$ cat config.mk
export PLATFORM = sky130hd
export DESIGN_NAME = tpr_top
export DESIGN_NICKNAME = d
export VERILOG_FILES = /design/src/logic/tpr_base_track.v /design/src/logic/tpr_top.v
export VERILOG_INCLUDE_DIRS = /design/src /design/src/logic
export SDC_FILE = /design/constraint.sdc
export NUM_CORES = 1
export LEC_CHECK = 0
export BUFFER_PORTS_ARGS = -buffer_cell sky130_fd_sc_hd__buf_2
export CORE_MARGIN = 5
export CORE_UTILIZATION = 55
export CTS_BUF_LIST = sky130_fd_sc_hd__clkbuf_8
export DETAILED_ROUTE_END_ITERATION = 8
export GPL_ROUTABILITY_DRIVEN = 0
export PLACE_DENSITY_LB_ADDON = 0.3
export SYNTH_ARGS = -nofsm -noshare
export SYNTH_HDL_FRONTEND = slang
export SYNTH_SLANG_ARGS = --single-unit
$ cat constraint.sdc
create_clock -name CLK -period 12.5 [get_ports CLK]
set_input_delay 1.25 -clock CLK [delete_from_list [all_inputs] [get_ports CLK]]
set_output_delay 1.25 -clock CLK [all_outputs]
set_load 0.01 [all_outputs]
$ cat src/logic/tpr_defines.vh
// register offsets, field positions, reset values and decode constants
// of the touch pattern detector and the recalibration control block.
// assumes inclusion by bare name from the design files only.
`ifndef TPR_DEFINES_VH
`define TPR_DEFINES_VH

// register offsets
`define TPR_ADDR_MAIN_CTRL 8'h00
`define TPR_ADDR_STATUS 8'h02
`define TPR_ADDR_PAT_MASK 8'h2d
`define TPR_ADDR_PAT_CFG 8'h2e
`define TPR_ADDR_RECAL_CFG 8'h2f
`define TPR_ADDR_TH_FIRST 8'h30
`define TPR_ADDR_TH_LAST 8'h37
`define TPR_ADDR_STBY_TH 8'h42

// reset values
`define TPR_RST_PAT_MASK 8'hff
`define TPR_RST_PAT_CFG 8'h00
`define TPR_RST_RECAL_CFG 8'h8a
`define TPR_RST_TH 7'h40
`define TPR_RST_STBY_TH 7'h40

// main control and status fields
`define TPR_INT_BIT 0
`define TPR_STAT_PAT_BIT 2

// pattern config fields
`define TPR_PCFG_EN_BIT 7
`define TPR_PCFG_TH_HI 3
`define TPR_PCFG_TH_LO 2
`define TPR_PCFG_MODE_BIT 1
`define TPR_PCFG_ALERT_BIT 0
`define TPR_PCFG_RW_MASK 8'h8f

// recalibration config fields
`define TPR_RCFG_BCAST_BIT 7
`define TPR_RCFG_KEEP_INTD_BIT 6
`define TPR_RCFG_KEEP_NEG_BIT 5
`define TPR_RCFG_NEG_HI 4
`define TPR_RCFG_NEG_LO 3
`define TPR_RCFG_CAL_HI 2
`define TPR_RCFG_CAL_LO 0

// pattern threshold codes
`define TPR_PTH_EIGHTH 2'h0
`define TPR_PTH_QUARTER 2'h1
`define TPR_PTH_3EIGHTHS 2'h2
`define TPR_PTH_FULL 2'h3

// consecutive negative delta trigger counts
`define TPR_NEG_CNT_0 6'h08
`define TPR_NEG_CNT_1 6'h10
`define TPR_NEG_CNT_2 6'h20
`define TPR_NEG_OFF 2'h3

// recalibration decode: log2 of sample count and update periods (polling cycles)
`define TPR_CAL_MAX_SHIFT 4'h8
`define TPR_CAL_MIN_SHIFT 4'h4
`define TPR_CAL_CODE_LONG 3'h4
`define TPR_CAL_PER_5 13'h0400
`define TPR_CAL_PER_6 13'h0800
`define TPR_CAL_PER_7 13'h1000

`endif

$ cat src/logic/tpr_base_track.v
// base count tracking for eight inputs: averages recalibration samples,
// times base updates in polling cycles and counts negative deltas.
// assumes samples arrive one input at a time from same-clock logic.
`include "tpr_defines.vh"

module tpr_base_track (
  // clock and reset
  input wire clk,
  input wire rst,
  // per-input samples
  input wire sample_valid,
  input wire [2:0] sample_idx,
  input wire signed [7:0] sample_delta,
  input wire sample_noise,
  input wire cycle_end,
  // configuration
  input wire [2:0] cal_cfg,
  input wire [1:0] neg_sel,
  input wire keep_intd,
  input wire keep_neg,
  // results
  output reg upd_valid,
  output reg [2:0] upd_idx,
  output reg signed [7:0] upd_value,
  output reg recal_valid,
  output reg [2:0] recal_idx
);

  function [3:0] cal_shift;
    input [2:0] code;
    begin
      if (code > `TPR_CAL_CODE_LONG)
        cal_shift = `TPR_CAL_MAX_SHIFT;
      else
        cal_shift = `TPR_CAL_MIN_SHIFT + {1'b0, code};
    end
  endfunction

  function [12:0] cal_period;
    input [2:0] code;
    begin
      case (code)
        3'h5: cal_period = `TPR_CAL_PER_5;
        3'h6: cal_period = `TPR_CAL_PER_6;
        3'h7: cal_period = `TPR_CAL_PER_7;
        default: cal_period = 13'h0001 << (`TPR_CAL_MIN_SHIFT + {1'b0, code});
      endcase
    end
  endfunction

  reg signed [15:0] acc [0:7];
  reg [8:0] nsamp [0:7];
  reg [5:0] negcnt [0:7];
  reg [7:0] upd_due;
  reg [12:0] per_cnt;
  reg [5:0] neg_limit;
  integer i;

  wire [3:0] shift = cal_shift(cal_cfg);
  wire [8:0] samp_goal = 9'h001 << shift;
  wire signed [15:0] cur_acc = acc[sample_idx];
  wire signed [15:0] avg = cur_acc >>> shift;

  always @* begin
    case (neg_sel)
      2'h0: neg_limit = `TPR_NEG_CNT_0;
      2'h1: neg_limit = `TPR_NEG_CNT_1;
      default: neg_limit = `TPR_NEG_CNT_2;
    endcase
  end

  always @(posedge clk or posedge rst) begin
    if (rst) begin
      for (i = 0; i < 8; i = i + 1) begin
        acc[i] <= 16'sh0000;
        nsamp[i] <= 9'h000;
        negcnt[i] <= 6'h00;
      end
      upd_due <= 8'h00;
      per_cnt <= 13'h0000;
      upd_valid <= 1'b0;
      upd_idx <= 3'h0;
      upd_value <= 8'sh00;
      recal_valid <= 1'b0;
      recal_idx <= 3'h0;
    end else begin
      upd_valid <= 1'b0;
      recal_valid <= 1'b0;
      if (sample_valid) begin
        if (sample_noise) begin
          if (!keep_intd) begin
            acc[sample_idx] <= 16'sh0000;
            nsamp[sample_idx] <= 9'h000;
          end
          if (!keep_neg)
            negcnt[sample_idx] <= 6'h00;
        end else begin
          if (upd_due[sample_idx] && nsamp[sample_idx] >= samp_goal) begin
            upd_valid <= 1'b1;
            upd_idx <= sample_idx;
            upd_value <= avg[7:0];
            acc[sample_idx] <= 16'sh0000;
            nsamp[sample_idx] <= 9'h000;
            upd_due[sample_idx] <= 1'b0;
          end else if (nsamp[sample_idx] < samp_goal) begin
            acc[sample_idx] <= cur_acc + {{8{sample_delta[7]}}, sample_delta};
            nsamp[sample_idx] <= nsamp[sample_idx] + 9'h001;
          end
          if (sample_delta[7] && neg_sel != `TPR_NEG_OFF) begin
            if (negcnt[sample_idx] + 6'h01 >= neg_limit) begin
              negcnt[sample_idx] <= 6'h00;
              recal_valid <= 1'b1;
              recal_idx <= sample_idx;
            end else begin
              negcnt[sample_idx] <= negcnt[sample_idx] + 6'h01;
            end
          end else begin
            negcnt[sample_idx] <= 6'h00;
          end
        end
      end
      // update interval counted in polling cycles; a new expiry wins over
      // the due bit cleared by an update in the same cycle
      if (cycle_end) begin
        if (per_cnt + 13'h0001 >= cal_period(cal_cfg)) begin
          per_cnt <= 13'h0000;
          upd_due <= 8'hff;
        end else begin
          per_cnt <= per_cnt + 13'h0001;
        end
      end
    end
  end

endmodule // tpr_base_track

$ cat src/logic/tpr_top.v
// touch pattern detector with its register set and recalibration control.
// assumes the serial register front end gives one-cycle read and write
// strobes, and the measurement front end gives per-input deltas, noise
// flags and an end-of-polling-cycle pulse, all on CLK.
//
// Behaviour
// - pattern detection runs only while the enable bit is one; reset zero.
// - pattern threshold scales touch threshold, or standby threshold in standby.
// - threshold code 00/01/10/11 gives 12.5/25/37.5/100 percent.
// - count mode: event when inputs over threshold or noisy reach pattern ones count.
// - pattern mode: event when every selected input is over threshold or noisy.
// - evaluation uses results of a single polling cycle only.
// - on event set status bit and block touches on all inputs.
// - alert output asserts only when alert enable set; status always set.
// - inputs stay blocked while condition holds; touches restored after.
// - status clears only by host writing zero to interrupt bit after condition.
// - pattern bits 7..0 map inputs eight..one; reset all ones.
// - broadcast bit makes input-one threshold write load all eight.
// - keep-intermediate zero clears recalibration accumulation on noise.
// - keep-negative-count zero clears negative delta counter on noise.
// - negative delta trigger after 8, 16, 32 counts, or disabled.
// - recalibration code gives sample count and update period.
// - update period counted in polling cycles; samples averaged for base.
// - touch reported when delta exceeds its input threshold, or standby threshold in standby.
`include "tpr_defines.vh"

module tpr_top (
  // clock and reset
  input wire CLK,
  input wire RST,
  // register port from the serial interface
  input wire REG_WR,
  input wire REG_RD,
  input wire [7:0] REG_ADDR,
  input wire [7:0] REG_WDATA,
  output reg [7:0] REG_RDATA,
  // measurement results
  input wire SAMPLE_VALID,
  input wire [2:0] SAMPLE_IDX,
  input wire signed [7:0] SAMPLE_DELTA,
  input wire SAMPLE_NOISE,
  input wire CYCLE_END,
  input wire STANDBY,
  // detection outputs
  output reg [7:0] TOUCH,
  output reg PATTERN_BLOCK,
  output reg ALERT_N,
  // base count tracking outputs
  output reg BASE_UPD,
  output reg [2:0] BASE_IDX,
  output reg signed [7:0] BASE_ADJ,
  output reg [7:0] RECAL_REQ
);

  function [3:0] ones_count;
    input [7:0] v;
    integer k;
    begin
      ones_count = 4'h0;
      for (k = 0; k < 8; k = k + 1)
        ones_count = ones_count + {3'h0, v[k]};
    end
  endfunction

  function [6:0] scale_th;
    input [6:0] th;
    input [1:0] code;
    begin
      case (code)
        `TPR_PTH_EIGHTH: scale_th = th >> 3;
        `TPR_PTH_QUARTER: scale_th = th >> 2;
        `TPR_PTH_3EIGHTHS: scale_th = (th >> 2) + (th >> 3);
        default: scale_th = th;
      endcase
    end
  endfunction

  // delta above a threshold: only positive deltas can exceed
  function over_th;
    input signed [7:0] d;
    input [6:0] th;
    begin
      over_th = !d[7] && (d[6:0] > th);
    end
  endfunction

  // registers
  reg [7:0] touch_pattern_mask;
  reg [7:0] touch_pattern_config;
  reg [7:0] recalibration_config;
  reg [6:0] input_threshold [0:7];
  reg [6:0] standby_threshold;
  reg int_flag;
  reg pattern_event_status;

  // polling-cycle gathering
  reg [7:0] above_mask;
  reg [7:0] touch_raw;
  reg [7:0] next_above_mask;
  reg [7:0] next_touch_raw;
  reg pattern_hit;
  integer j;

  wire pattern_detect_enable = touch_pattern_config[`TPR_PCFG_EN_BIT];
  wire [1:0] pattern_threshold_select =
    touch_pattern_config[`TPR_PCFG_TH_HI:`TPR_PCFG_TH_LO];
  wire pattern_compare_mode = touch_pattern_config[`TPR_PCFG_MODE_BIT];
  wire pattern_alert_enable = touch_pattern_config[`TPR_PCFG_ALERT_BIT];
  wire threshold_broadcast_load = recalibration_config[`TPR_RCFG_BCAST_BIT];
  wire keep_intermediate_accum = recalibration_config[`TPR_RCFG_KEEP_INTD_BIT];
  wire keep_negative_count = recalibration_config[`TPR_RCFG_KEEP_NEG_BIT];
  wire [1:0] negative_delta_trigger_count =
    recalibration_config[`TPR_RCFG_NEG_HI:`TPR_RCFG_NEG_LO];
  wire [2:0] cal_cfg = recalibration_config[`TPR_RCFG_CAL_HI:`TPR_RCFG_CAL_LO];

  // base threshold for the input being sampled
  wire [6:0] base_th = STANDBY ? standby_threshold : input_threshold[SAMPLE_IDX];
  wire [6:0] pat_th = scale_th(base_th, pattern_threshold_select);

  wire wr_int = REG_WR && REG_ADDR == `TPR_ADDR_MAIN_CTRL;
  wire int_clear = wr_int && !REG_WDATA[`TPR_INT_BIT];
  wire wr_th = REG_WR && REG_ADDR >= `TPR_ADDR_TH_FIRST && REG_ADDR <= `TPR_ADDR_TH_LAST;
  wire [2:0] wr_th_idx = REG_ADDR[2:0];

  // per-input results of the current sample merged into the cycle masks
  always @* begin
    next_above_mask = above_mask;
    next_touch_raw = touch_raw;
    if (SAMPLE_VALID) begin
      next_above_mask[SAMPLE_IDX] = over_th(SAMPLE_DELTA, pat_th) || SAMPLE_NOISE;
      next_touch_raw[SAMPLE_IDX] = over_th(SAMPLE_DELTA, base_th);
    end
  end

  // pattern criterion on one polling cycle's results
  always @* begin
    if (pattern_compare_mode)
      pattern_hit = (next_above_mask & touch_pattern_mask) == touch_pattern_mask;
    else
      pattern_hit = ones_count(next_above_mask) >= ones_count(touch_pattern_mask);
    pattern_hit = pattern_hit && pattern_detect_enable;
  end

  // register writes
  always @(posedge CLK or posedge RST) begin
    if (RST) begin
      touch_pattern_mask <= `TPR_RST_PAT_MASK;
      touch_pattern_config <= `TPR_RST_PAT_CFG;
      recalibration_config <= `TPR_RST_RECAL_CFG;
      standby_threshold <= `TPR_RST_STBY_TH;
      for (j = 0; j < 8; j = j + 1)
        input_threshold[j] <= `TPR_RST_TH;
    end else if (REG_WR) begin
      case (REG_ADDR)
        `TPR_ADDR_PAT_MASK: touch_pattern_mask <= REG_WDATA;
        `TPR_ADDR_PAT_CFG: touch_pattern_config <= REG_WDATA & `TPR_PCFG_RW_MASK;
        `TPR_ADDR_RECAL_CFG: recalibration_config <= REG_WDATA;
        `TPR_ADDR_STBY_TH: standby_threshold <= REG_WDATA[6:0];
        default: begin
          if (wr_th) begin
            if (wr_th_idx == 3'h0 && threshold_broadcast_load) begin
              for (j = 0; j < 8; j = j + 1)
                input_threshold[j] <= REG_WDATA[6:0];
            end else begin
              input_threshold[wr_th_idx] <= REG_WDATA[6:0];
            end
          end
        end
      endcase
    end
  end

  // cycle gathering and end-of-cycle evaluation
  always @(posedge CLK or posedge RST) begin
    if (RST) begin
      above_mask <= 8'h00;
      touch_raw <= 8'h00;
      PATTERN_BLOCK <= 1'b0;
      TOUCH <= 8'h00;
    end else begin
      if (CYCLE_END) begin
        above_mask <= 8'h00;
        touch_raw <= 8'h00;
        PATTERN_BLOCK <= pattern_hit;
        TOUCH <= pattern_hit ? 8'h00 : next_touch_raw;
      end else begin
        above_mask <= next_above_mask;
        touch_raw <= next_touch_raw;
      end
    end
  end

  // status and interrupt flags: a new event wins over a clear
  always @(posedge CLK or posedge RST) begin
    if (RST) begin
      pattern_event_status <= 1'b0;
      int_flag <= 1'b0;
      ALERT_N <= 1'b1;
    end else begin
      if (CYCLE_END && pattern_hit)
        pattern_event_status <= 1'b1;
      else if (int_clear && !PATTERN_BLOCK)
        pattern_event_status <= 1'b0;
      if (CYCLE_END && pattern_hit && pattern_alert_enable) begin
        int_flag <= 1'b1;
        ALERT_N <= 1'b0;
      end else if (int_clear) begin
        int_flag <= 1'b0;
        ALERT_N <= 1'b1;
      end
    end
  end

  // register reads, answered on the next edge
  always @(posedge CLK or posedge RST) begin
    if (RST) begin
      REG_RDATA <= 8'h00;
    end else if (REG_RD) begin
      case (REG_ADDR)
        `TPR_ADDR_MAIN_CTRL: REG_RDATA <= {7'h00, int_flag};
        `TPR_ADDR_STATUS: REG_RDATA <= {5'h00, pattern_event_status, 2'h0};
        `TPR_ADDR_PAT_MASK: REG_RDATA <= touch_pattern_mask;
        `TPR_ADDR_PAT_CFG: REG_RDATA <= touch_pattern_config;
        `TPR_ADDR_RECAL_CFG: REG_RDATA <= recalibration_config;
        `TPR_ADDR_STBY_TH: REG_RDATA <= {1'b0, standby_threshold};
        default: REG_RDATA <= wr_th_any(REG_ADDR) ? {1'b0, input_threshold[REG_ADDR[2:0]]}
                                                 : 8'h00;
      endcase
    end
  end

  function wr_th_any;
    input [7:0] a;
    begin
      wr_th_any = a >= `TPR_ADDR_TH_FIRST && a <= `TPR_ADDR_TH_LAST;
    end
  endfunction

  // base count tracking
  wire upd_valid;
  wire [2:0] upd_idx;
  wire signed [7:0] upd_value;
  wire recal_valid;
  wire [2:0] recal_idx;

  tpr_base_track u_track (
    .clk(CLK),
    .rst(RST),
    .sample_valid(SAMPLE_VALID),
    .sample_idx(SAMPLE_IDX),
    .sample_delta(SAMPLE_DELTA),
    .sample_noise(SAMPLE_NOISE),
    .cycle_end(CYCLE_END),
    .cal_cfg(cal_cfg),
    .neg_sel(negative_delta_trigger_count),
    .keep_intd(keep_intermediate_accum),
    .keep_neg(keep_negative_count),
    .upd_valid(upd_valid),
    .upd_idx(upd_idx),
    .upd_value(upd_value),
    .recal_valid(recal_valid),
    .recal_idx(recal_idx)
  );

  always @(posedge CLK or posedge RST) begin
    if (RST) begin
      BASE_UPD <= 1'b0;
      BASE_IDX <= 3'h0;
      BASE_ADJ <= 8'sh00;
      RECAL_REQ <= 8'h00;
    end else begin
      BASE_UPD <= upd_valid;
      BASE_IDX <= upd_idx;
      BASE_ADJ <= upd_value;
      RECAL_REQ <= recal_valid ? (8'h01 << recal_idx) : 8'h00;
    end
  end

endmodule // tpr_top

==> run metrics <==
Resized Gates After CTS=0; y dimension of the die=213 microns; number of storage elements in the synthesis netlist=425; area of the placeable core=40,800 sq um; synthesized-area fraction occupied by xor and xnor cells=0.0131; power density over cell area=165 nW/um^2; path class of the lowest-slack min-delay path=reg2reg; end of the worst register-to-register path=TOUCH[1]; area growth from synthesis to layout=8.83%; aggregate global-route resource usage=0.275; root cell of the clock tree=sky130_fd_sc_hd__clkbuf_8; # nets final=2,231; critical path required time=12.95 ns; fraction of registers with async set or reset after synthesis=1.00; post-synthesis sequential area ratio=0.470; status=finished, final reports clean; overall via count from detail_route=17,000; final setup violating endpoints=0; count of routing violations after the opening detailed-route iteration=2,015; dominant combinational cell family by area after synthesis=multiplexers; post-synth top area cell=sky130_fd_sc_hd__dfrtp_1; final hold violation count=0; detailed-placement wirelength estimate=41,200 microns; die boundary width=213 microns; number of cell rows=74; first-pass GRT wire length=97,900 microns; capture endpoint of the worst hold path=BASE_UPD; number of warning messages in the yosys log=0; critical register-to-register path startpoint=input_threshold[39]; Max-cap violations=0; number of buffers inserted to repair setup after CTS=0; Routed WL=61,800 microns; Flop pwr share=0.453; Setup TNS Final=0 ns; design internal power=2750 uW; slew at the pin closest to its max-slew limit=1.26 ns; share of synthesized area spent on multiplexers=0.169; Sw Ratio=0.322; CP most frequent cell=sky130_fd_sc_hd__inv_1; Multi-input gate area=11,200 sq um; fraction of layout instances using a drive strength above 1=0.238; Combinational Power Share=0.237; full die area=45,400 sq um; Synth cell types=89; Max Fanout on Critical Path=46; area fraction in compound gates after synthesis=0.145; final global-route overflow total=0; met3 usage=0.0502; number of top-level design ports=73; basic-gate share of the synthesized area counting and, or, nand and nor cells=0.115; number of fillers in the final layout=3,278; data arrival time of the critical path=10.15 ns; number of antenna violations at the first check in global routing=3; portion of synthesized cell area occupied by the leading cell type=0.446; Worst Setup End Kind=flip-flop; main area contributors after synthesis=sky130_fd_sc_hd__dfrtp_1 45%, sky130_fd_sc_hd__mux2_2 12%, sky130_fd_sc_hd__nand2_1 4.4%; routed vias/inst=6.30; average wire length per cell after detail routing=22.9 microns; max-slew headroom at the worst pin=0.158; category of the most critical setup path=in2reg; clock share of power=0.310; post-synthesis share of cell area spent on full adders, half adders and majority gates=0.0486; R2R depth=33; number of max-slew violations in the final report=0; IR Drop Worst-Case VDD=0.143 mV; clock skew=0.0331 ns; sequential cell area in the final layout=10,700 sq um; number of global-route vias before repair=17,200; number of buffers inserted by hold repair at cts=0; switching pwr=1310 uW; Longest Clk Path Bufs=3; number of enable flip-flop cells after synthesis=0; residual DRC count=0; TritonCTS clock tree=done; post-layout min period=9.69 ns; RSZ-0062 raised after global routing=no; H-Tree Depth=3; count of mapped cells out of synthesis=2,070; clock insertion delay at the later pin of the skew report=0.64 ns; slowest stage delay, CP=0.51 ns; Antenna Nets Post-Route=0; crit start category=input pin; register-to-register setup slack=4.21 ns; cell type of the slowest stage on the worst timing path=sky130_fd_sc_hd__buf_4; post-synthesis cell area=22,700 sq um; global route hottest layer=met2; met2 routing resource usage after global routing=0.435; most used flip-flop cell after synthesis=sky130_fd_sc_hd__dfrtp_1; Mean Syn Cell Area=10.9 sq um; port bufs=72; total clock sinks=425; worst setup path startpoint=SAMPLE_IDX[2]; count of TritonRoute iterations in the first routing pass=6; pin count of the biggest net entering global routing=86; final clock period utilization by the worst path=0.776; Num CTS Buffers=71; clock-pin slew on the worst setup and hold paths=0.06 ns; pre-CTS WS=2.27 ns; static power due to leakage=0.0116 uW; met1 global-route usage=0.381; cell depth of the worst hold path=0; initial standard-cell utilization of the core=0.555; maximum achievable frequency=103 MHz; start point of the worst hold path=u_track.upd_valid; final worst-path setup slack=2.81 ns
==> cell type report <==
type                       count  area share
clock buffer                  88      0.0491
timing repair buffer          95      0.0218
tap                          532      0.0270
sequential                   425       0.432
antenna                        1    0.000101
inverter                      49     0.00761
clock inverter                39     0.00954
multi-input combinational   1472       0.453
==> worst max-delay path by stage <==
stage / end / slack, ns / depth (start not counted)
final: TOUCH[1] / 2.81 / 35
after CTS: TOUCH[1] / 2.91 / 35
after global placement: int_flag / 2.58 / 35
after floorplan: TOUCH[1] / 3.67 / 39
after global routing: TOUCH[6] / 2.33 / 35
after detailed placement: TOUCH[1] / 2.27 / 35
==> sequential cells by signal (all words and copies together) (netlist names), 3 cells and up <==
name,flops
BASE_ADJ,8
BASE_IDX,3
RECAL_REQ,8
REG_RDATA,8
TOUCH,8
above_mask,8
input_threshold,56
recalibration_config,8
standby_threshold,7
touch_pattern_config,5
touch_pattern_mask,8
touch_raw,8
u_track.acc,128
u_track.negcnt,48
u_track.nsamp,72
u_track.per_cnt,13
u_track.recal_idx,3
u_track.upd_due,8
u_track.upd_idx,3
u_track.upd_value,8
==> power groups by stage <==
stage / Clock (uW) / Sequential [uW] / Combinational [uW]
finish: 1260 / 1840 / 964
detailed placement: 0 / 1850 / 952
global placement: 0 / 1840 / 919
CTS: 1280 / 1830 / 958
global route: 1340 / 1870 / 1070
floorplan: 0 / 1810 / 713
==> layout by cell type (no fill, tap or decap), types with 8 or more instances in the layout <==
cell type                  count
sky130_fd_sc_hd__nor2_1       81
sky130_fd_sc_hd__a32o_1        9
sky130_fd_sc_hd__a21oi_1      42
sky130_fd_sc_hd__nor2b_1      17
sky130_fd_sc_hd__ha_1         72
sky130_fd_sc_hd__buf_4        25
sky130_fd_sc_hd__mux2i_1      56
sky130_fd_sc_hd__nand2b_1     32
sky130_fd_sc_hd__a22oi_1      26
sky130_fd_sc_hd__nor3_1       14
sky130_fd_sc_hd__nand3b_1      9
sky130_fd_sc_hd__fa_1         10
sky130_fd_sc_hd__dfstp_2      21
sky130_fd_sc_hd__nand2_1     265
sky130_fd_sc_hd__and3_1       10
sky130_fd_sc_hd__mux4_2       22
sky130_fd_sc_hd__o211ai_1     12
sky130_fd_sc_hd__nand4_1      10
sky130_fd_sc_hd__o31ai_1      38
sky130_fd_sc_hd__a221oi_1     33
sky130_fd_sc_hd__nor2_2        8
sky130_fd_sc_hd__xnor2_1      18
sky130_fd_sc_hd__xor2_1       16
sky130_fd_sc_hd__o22ai_1       9
sky130_fd_sc_hd__buf_2        70
sky130_fd_sc_hd__mux2_2      237
sky130_fd_sc_hd__a31oi_1      11
sky130_fd_sc_hd__nand3_1      31
sky130_fd_sc_hd__a211oi_1     16
sky130_fd_sc_hd__a21o_1       25
sky130_fd_sc_hd__o21ai_0     187
sky130_fd_sc_hd__clkbuf_8     88
sky130_fd_sc_hd__dfrtp_1     404
sky130_fd_sc_hd__a22o_1       11
sky130_fd_sc_hd__and2_1       12
sky130_fd_sc_hd__inv_1        70
==> synthesized netlist by cell type (33+ instances only) <==
master                       n
sky130_fd_sc_hd__o31ai_1    38
sky130_fd_sc_hd__inv_1      45
sky130_fd_sc_hd__o21ai_0   187
sky130_fd_sc_hd__a221oi_1   33
sky130_fd_sc_hd__dfrtp_1   404
sky130_fd_sc_hd__nor2_1     81
sky130_fd_sc_hd__ha_1       72
sky130_fd_sc_hd__a21oi_1    42
sky130_fd_sc_hd__nand2_1   265
sky130_fd_sc_hd__clkbuf_1   73
sky130_fd_sc_hd__mux2_2    237
sky130_fd_sc_hd__mux2i_1    56
==> metal layers <==
layer,up-vias,part of all wire
li1,7637,-
met1,8498,0.42
met2,713,0.46
met3,174,0.074
met4,0,0.040
met5,-,0
==> logic make-up after synthesis <==
group           count (synthesis)
simple gates                  539
compound gates                488
flops                         425
mux                           322
buf+inv                       178
fa+ha+maj                      82
xor+xnor                       34
other cells                     2
==> per-stage QoR <==
step	instance area, sq um	instances	utilization	hold slack (ns)	power, uW
finish	24700	2701	0.604	0.361	4060
global route	24700	2701	0.604	0.374	4280
CTS	24700	2700	0.604	0.367	4070
detailed placement	23200	2573	0.569	0.354	2810
global placement	23200	2573	0.569	0.354	2760
floorplan	22700	2075	-	0.331	2520
==> critical path, delay by kind of cell <==
| kind | cells | cell delay (ns) |
|---|---|---|
| fa+ha+maj | 8 | 3.05 |
| compound gates | 15 | 3.03 |
| buf+inv | 7 | 1.43 |
| simple gates | 4 | 1.04 |
| mux | 1 | 0.31 |
Note: power is estimated with default switching activity, not from simulation.
